`src/inc/idp_pkg.sv`:
```
`default_nettype none

package idp_pkg;

  // ==========================================================================
  // Register map and field layout
  // ==========================================================================
  localparam int unsigned ADDR_W        = 2;
  localparam int unsigned DATA_W        = 8;
  localparam logic [1:0]  OFF_OUT_DATA  = 2'h0;
  localparam logic [1:0]  OFF_IN_DATA   = 2'h1;
  localparam logic [1:0]  OFF_DIR_CTRL  = 2'h3;
  localparam logic [7:0]  CTRL_WORD_STD = 8'h82;
  localparam logic [7:0]  CTRL_CARE     = 8'hF6;
  localparam int unsigned CTRL_BIT_MODE = 7;
  localparam int unsigned CTRL_BIT_PB   = 1;
  localparam logic [7:0]  OUT_RESET     = 8'h00;
  localparam logic [7:0]  RD_ZERO       = 8'h00;

  // ==========================================================================
  // Host access carrier
  // ==========================================================================
  typedef struct packed {
    logic             rd;
    logic             wr;
    logic [1:0]       addr;
    logic [7:0]       wdata;
  } idp_req_t;

  typedef enum logic {IDP_DIR_IN, IDP_DIR_OUT} idp_dir_t;

endpackage

`default_nettype wire

```
`src/hw/idp_port.sv`:
```
// Contract
// Write offset 0 latches eight output bits.
// Reading offset 0 returns output line states.
// Offset 1 read returns input lines.
// Writing offset 3 sets port directions.
// Host writes control bits per fixed pattern.
// Host writes 0x82 before data transfers.
// Output bit n drives output line n.
// Input bit n set when line high.
// Control write resets other ports' state.
// Undriven inputs read as zero.
// Block never raises an interrupt.
// Both ports default to input direction.
// Synchronous reset clears latch, inputs direction.
// Ignore input writes; control reads zero.
`timescale 1ns/1ps
`default_nettype none

module idp_port #(
  parameter int unsigned DATA_W = idp_pkg::DATA_W,  // Port width; the carrier fixes it.
  parameter int unsigned ADDR_W = idp_pkg::ADDR_W   // Offset width; the carrier fixes it.
) (
  input  wire logic              ref_clk,        // Host bus clock, 25 MHz.
  input  wire logic              rst_b,          // Asynchronous reset, active low.
  input  wire logic              sync_clr,       // Synchronous board reset, active high.
  input  wire idp_pkg::idp_req_t host_req,       // Host access, one cycle per strobe.
  output logic [7:0]             host_rdata,     // Read data, valid one cycle after rd.
  output logic [7:0]             isolated_output_line, // Output port lines.
  output logic                   output_enable,  // High while port drives its lines.
  input  wire logic [7:0]        isolated_input_line,  // Asynchronous input pins.
  output logic                   host_irq        // Always low.
);

  // ==========================================================================
  // Elaboration checks
  // ==========================================================================
  // The host carrier and the pin ports are eight bits wide and the offset two,
  // so the logic cannot serve any other width.
  if (DATA_W != 8)
  begin : g_bad_width
    $error("idp_port serves an 8-bit data width only");
  end
  if (ADDR_W != 2)
  begin : g_bad_addr
    $error("idp_port decodes a 2-bit offset only");
  end

  // ==========================================================================
  // Input synchroniser
  // ==========================================================================
  // Undriven inputs are expected to be pulled low on the board, so they read 0.
  logic [7:0] in_meta_q, in_sync_q;

  always_ff @(posedge ref_clk or negedge rst_b)
  begin
    if (!rst_b)
    begin
      in_meta_q <= 8'h00;
      in_sync_q <= 8'h00;
    end
    else
    begin
      in_meta_q <= isolated_input_line;
      in_sync_q <= in_meta_q;
    end
  end

  // ==========================================================================
  // Register state
  // ==========================================================================
  logic [7:0]       out_q, out_d;
  idp_pkg::idp_dir_t dir_a_q, dir_a_d, dir_b_q, dir_b_d;
  logic [7:0]       rdata_q, rdata_d;
  logic [7:0]       line_q, line_d;
  logic             oe_q, oe_d;

  function automatic logic hit(input idp_pkg::idp_req_t r, input logic [1:0] off);
    hit = (r.addr == off);
  endfunction

  // Bit 7 of the control word picks the direction of the output port.
  function automatic idp_pkg::idp_dir_t ctrl_dir(input logic [7:0] word);
    ctrl_dir = word[idp_pkg::CTRL_BIT_MODE] ? idp_pkg::IDP_DIR_OUT : idp_pkg::IDP_DIR_IN;
  endfunction

  always_comb
  begin
    out_d   = out_q;
    dir_a_d = dir_a_q;
    dir_b_d = dir_b_q;
    rdata_d = idp_pkg::RD_ZERO;
    if (sync_clr)
    begin
      out_d   = idp_pkg::OUT_RESET;
      dir_a_d = idp_pkg::IDP_DIR_IN;
      dir_b_d = idp_pkg::IDP_DIR_IN;
    end
    else
    begin
      if (host_req.wr && hit(host_req, idp_pkg::OFF_DIR_CTRL))
      begin
        // Any control write clears the output latch, like the original port chip.
        out_d   = idp_pkg::OUT_RESET;
        dir_a_d = ctrl_dir(host_req.wdata);
        dir_b_d = idp_pkg::IDP_DIR_IN;
      end
      else if (host_req.wr && hit(host_req, idp_pkg::OFF_OUT_DATA))
        out_d = host_req.wdata;
      // Writes to the input register fall through untouched.
      if (host_req.rd)
      begin
        if (hit(host_req, idp_pkg::OFF_OUT_DATA))
          rdata_d = line_q;
        else if (hit(host_req, idp_pkg::OFF_IN_DATA))
          rdata_d = in_sync_q;
        else
          rdata_d = idp_pkg::RD_ZERO;
      end
    end
    oe_d   = (dir_a_d == idp_pkg::IDP_DIR_OUT);
    line_d = oe_d ? out_d : 8'h00;
  end

  always_ff @(posedge ref_clk or negedge rst_b)
  begin
    if (!rst_b)
    begin
      out_q   <= idp_pkg::OUT_RESET;
      dir_a_q <= idp_pkg::IDP_DIR_IN;
      dir_b_q <= idp_pkg::IDP_DIR_IN;
      rdata_q <= idp_pkg::RD_ZERO;
      line_q  <= 8'h00;
      oe_q    <= 1'b0;
    end
    else
    begin
      out_q   <= out_d;
      dir_a_q <= dir_a_d;
      dir_b_q <= dir_b_d;
      rdata_q <= rdata_d;
      line_q  <= line_d;
      oe_q    <= oe_d;
    end
  end

  assign host_rdata           = rdata_q;
  assign isolated_output_line = line_q;
  assign output_enable        = oe_q;

  // ==========================================================================
  // Interrupt request
  // ==========================================================================
  // The port has no interrupt source; the pin is a flop so it never glitches.
  logic irq_q;
  always_ff @(posedge ref_clk or negedge rst_b)
  begin
    if (!rst_b)
      irq_q <= 1'b0;
    else
      irq_q <= 1'b0;
  end
  assign host_irq = irq_q;
endmodule

`default_nettype wire

```
`config.mk`:
```
export PLATFORM = sky130hd
export DESIGN_NAME = idp_port
export DESIGN_NICKNAME = d
export VERILOG_FILES = /design/src/inc/idp_pkg.sv /design/src/hw/idp_port.sv
export SDC_FILE = /design/constraint.sdc
export NUM_CORES = 1
export LEC_CHECK = 0
export BUFFER_PORTS_ARGS = -buffer_cell sky130_fd_sc_hd__buf_2
export CAP_MARGIN = 20
export CORE_AREA = 2 2 62 64
export CTS_BUF_LIST = sky130_fd_sc_hd__clkbuf_16
export DETAILED_ROUTE_END_ITERATION = 8
export DIE_AREA = 0 0 64 66
export GPL_TIMING_DRIVEN = 0
export PLACE_DENSITY_LB_ADDON = 0.1
export SLEW_MARGIN = 30
export SYNTH_ARGS = -nofsm -noshare
export SYNTH_HDL_FRONTEND = slang
export SYNTH_SLANG_ARGS = --single-unit
```
`constraint.sdc`:
```
create_clock -name ref_clk -period 1.6 [get_ports ref_clk]
set_clock_uncertainty 0.15 [all_clocks]
set_input_delay 0.4 -clock ref_clk [delete_from_list [all_inputs] [get_ports ref_clk]]
set_output_delay 0.4 -clock ref_clk [all_outputs]
set_load 0.1 [all_outputs]
```
# After elaboration in Yosys (flattened, before gate mapping)
# Cells that the tools add are included.
[totals]
regBits = 41
inputBits = 23
output_inout_bits = 18
wordCells = 22
[classes]
n_eq_ne = 2
mux = 11
n_reduce_logical = 3
[op_table]
columns = ["op", "n"]
rows = [
  ["$mux 8", 8],
  ["$mux 1", 3],
  ["$eq 2x1->1 const B", 1],
  ["$eq 2x2->1 const B", 1],
  ["$logic_and 1x1->1", 2],
  ["$logic_not 2->1", 1],
]

# Logic depth before layout (Yosys ltp)
[logic_depth]
ltp_word = 6
depth_mapped = 4

# Worst setup path before layout
# No wires, ideal clock.
[synth_path]
path_type = "reg2reg"
from = "register output_enable (netlist name)"
to = "register line_q[0], in the netlist isolated_output_line[0]"
setup_ns = 0.100
arrival_time_ns = 1.465
t_required_ns = 1.350
setup_slack_ns = -0.115
stages_incl_launch_ff = 3
path_buffers = 0
path_cell_list = "dfrtp_1 -> mux2i_2 -> a311oi_1"
[synth_lines]
columns = ["item", "line_no", "text"]
rows = [
  ["end signal, assigned", "idp_port.sv:141", "line_q <= line_d;"],
  ["end, declared", "idp_port.sv:74", "logic [7:0] line_q, line_d;"],
]

# Final worst setup path
[layout_path]
from = "register line_q[0], in the netlist isolated_output_line[0]"
to = "output isolated_output_line[0]"
[layout_lines]
columns = ["item", "line_no", "text"]
rows = [
  ["end, declared", "idp_port.sv:28", "output logic [7:0] isolated_output_line,"],
]
# No word-level cell between the ends.

==> metrics.md <==
| Metric | Value |
|---|---|
| Outcome | `finished clean` |
| Port Buffers | `37` |
| Slew headroom | `62.28%` |
| GR Overflow Total | `0` |
| Mux cell area share after synthesis | `6.351%` |
| Clock sink total | `41` |
| Leakage power | `0.9058 nW` |
| Antenna violations before repair | `0` |
| Post-Syn Instances | `113` |
| Synth top area share | `69.43%` |
| Pins Over Slew Limit | `0` |
| Core Util, Final | `53.21%` |
| Largest net degree at the start of global routing | `42` |
| Crit path max fanout | `2` |
| RSZ-0062 raised after global routing | `false` |
| Crit Path Category | `reg2out` |
| Crit start category | `register` |
| Root buffer cell | `clkbuf_16` |
| Worst Setup End Kind | `primary output` |
| DR vias | `1033` |
| Critical path required time | `1.05 ns` |
| F_max | `633.1 MHz` |
| Met3 Resource Use GR | `4.940%` |
| Core area | `3551 um^2` |
| Worst-case clock buffer depth | `2` |
| Critical path's largest stage delay | `0.42 ns` |
| Power Dens Cells | `1151 nW/um^2` |
| Share of layout cells above drive strength 1 | `32.28%` |
| Num rows | `22` |
| Reg-to-reg startpoint | `output_enable` |
| Yosys synthesis warning count | `0` |
| Synth area leader | `dfrtp_1` |
| WL/cell | `14.54 um` |
| Vias in the first global route | `1040` |
| GP Congestion | `0.7089` |
| GR met2 Demand/Resource | `26.30%` |
| Cell area after synthesis | `1478 um^2` |
| Finish-stage setup viols | `0` |
| Worst R2R Setup Slack | `0.29 ns` |
| Clk Latency, worst-skew pair | `0.28 ns` |
| Drt pass-1 iters | `4` |
| Slowest cell on crit path | `buf_2` |
| End of the worst hold path | `in_meta_q[6]` |
| Distinct cell type count after synthesis | `19` |
| CTS tree | `done` |
| Crit path from | `isolated_output_line[0]` |
| Post-synthesis xor/xnor area fraction | `0%` |
| Post-Synth Adder-Cell Area | `0%` |
| Pwr Total | `2.175 mW` |
| WL final | `2.996 mm` |
| N_diodes | `0` |
| Ranking of synthesized cells by area | `dfrtp_1 69%, mux2i_1 5.4%, a311oi_1 4.7%` |
| DP HPWL | `2.014 mm` |
| Overall global routing resource usage | `16.13%` |
| CTS buffer count | `5` |
| Post-route clock period utilization | `98.72%` |
| Hold Path Stages | `1` |
| Die area | `4224 um^2` |
| Hold crit path type | `in2reg` |
| Flops & latches, synth | `41` |
| Peak VDD IR | `0.0005946 V` |
| Max-Cap Viols | `0` |
| Post-DR vias/cell | `5.015` |
| GRT Max-Usage Layer | `met2` |
| Critical hold path startpoint | `isolated_input_line[6]` |
| Chip height | `66 um` |
| Die width | `64 um` |
| Crit-path leading delay family | `buffers and inverters` |
| Drt drc | `0` |
| Largest family of logic cells by synthesized area | `compound AO/OA/AOI/OAI gates` |
| Critical R2R Capture | `isolated_output_line[4]` |
| First-pass GRT wire length | `4.926 mm` |
| Seq/Total Area, Yosys | `69.43%` |
| CP bufs+invs | `1` |
| Final-stage net count | `181` |
| Worst EP arrival | `1.03 ns` |
| Worst-path clk slew | `0.06 ns` |
| Endpoints failing hold | `0` |
| Starting density of the core | `41.61%` |
| Synth Area in Compound Gates | `11.09%` |
| Mapped Nets | `136` |
| Worst-margin pin slew | `0.5548 ns` |
| Cell Chain, Critical Path | `buf_2` |
| Io pins | `41` |
| Fin crit period | `1.579 ns` |
| Met1 usage | `19.91%` |
| Worst r2r path cells | `2` |
| Layout area overhead | `27.86%` |
| H-tree levels | `2` |
| Simple-Gate Fraction of Synth Area | `9.738%` |
| Post-route ant nets | `0` |
| DR iter-0 viols | `48` |
| Final setup TNS | `0 ns` |
| Post-Syn Area per Cell | `13.08 um^2` |
## cell usage in the layout, fill, tap and decap left out, types with 5 or more instances in the layout
master     Yosys  layout
dfrtp_1       41      40
buf_2          0      28
nor2_1        10      10
nand2_1        9       9
nand3_1        9       9
a31oi_1        8       8
a311oi_1       8       8
mux2i_1        8       8
buf_4          1       8
o21ai_1        7       7
clkbuf_16      0       5
## flip-flops by register name (all words and copies together), names as in the netlist
| name | cells |
|---|---|
| host_rdata | 8 |
| in_meta_q | 8 |
| in_sync_q | 8 |
| isolated_output_line | 8 |
| out_q | 8 |
| output_enable | 1 |
## cells in the mapped netlist
cell / n
nor2_1: 10
conb_1: 1
nand3_1: 9
clkbuf_2: 1
nor2b_1: 1
mux2i_2: 1
mux2i_1: 8
clkbuf_1: 2
o21ai_2: 1
buf_6: 2
buf_4: 1
a31oi_1: 8
dfrtp_1: 41
and2b_4: 1
nand2_1: 9
a311oi_1: 8
inv_1: 1
nor2_4: 1
o21ai_1: 7
## where the power goes
group | internal, mW | total [mW] | leakage (nW) | switching, mW
combinational | 0.0559 | 0.191 | 0.306 | 0.135
clock | 0.556 | 0.902 | 0.0685 | 0.346
sequential | 1.07 | 1.08 | 0.531 | 0.0108
total | 1.68 | 2.17 | 0.906 | 0.492
## routing by layer
layer,wire (um),vias up
met1,1232,501
met4,25,0
met2,1532,43
li1,-,487
met3,205,2
met5,0,-
## worst max-delay path by stage
stage	endpoint	slack, ns	cells past startpoint
finish	isolated_output_line[0]	0.02	1
floorplan	isolated_output_line[0]	0.15	0
detailed placement	isolated_output_line[4]	-0.05	5
global route	isolated_output_line[0]	0.0003	1
CTS	isolated_output_line[4]	0.01	1
global placement	isolated_output_line[4]	-0.03	5
## what timing repair did
item,4_1_cts,5_1_grt
hold buffers,0,1
setup endpoints to repair,6,2
buffers inserted,0,0
endpoints found under the hold margin,0,41
pin swaps,0,0
resized for setup,6,2
## per-stage QoR
stage / setup slack (ns) / cell area (um^2) / hold WS, ns / cells
finish: 0.02052 / 1889 / 0.07650 / 206
global placement: -0.03495 / 1724 / 0.1832 / 198
global route: 0.0003318 / 1889 / 0.06907 / 206
floorplan: 0.1530 / 1479 / -0.04559 / 113
CTS: 0.009646 / 1872 / 0.07298 / 205
detailed placement: -0.04527 / 1724 / 0.1862 / 198
## logic make-up (layout without fill, tap and decap cells)
kind of cell	count (synthesis)	after routing
AOI/OAI and AO/OA	24	24
and+or+nand+nor	31	31
muxes	9	9
DFF	41	41
buffers and inverters	7	52
other	1	1
## final cells by class
cell class	instances	area (um^2)
Inverter	1	3.754
Clock inverter	2	7.507
Tap cell	48	60.06
Sequential cell	41	1027
Clock buffer	5	125.1
Multi-Input combinational cell	65	405.4
Timing Repair Buffer	38	217.7
Fill cell	327	1662
Buffer	6	42.54
(Power assumes the default switching activity.)
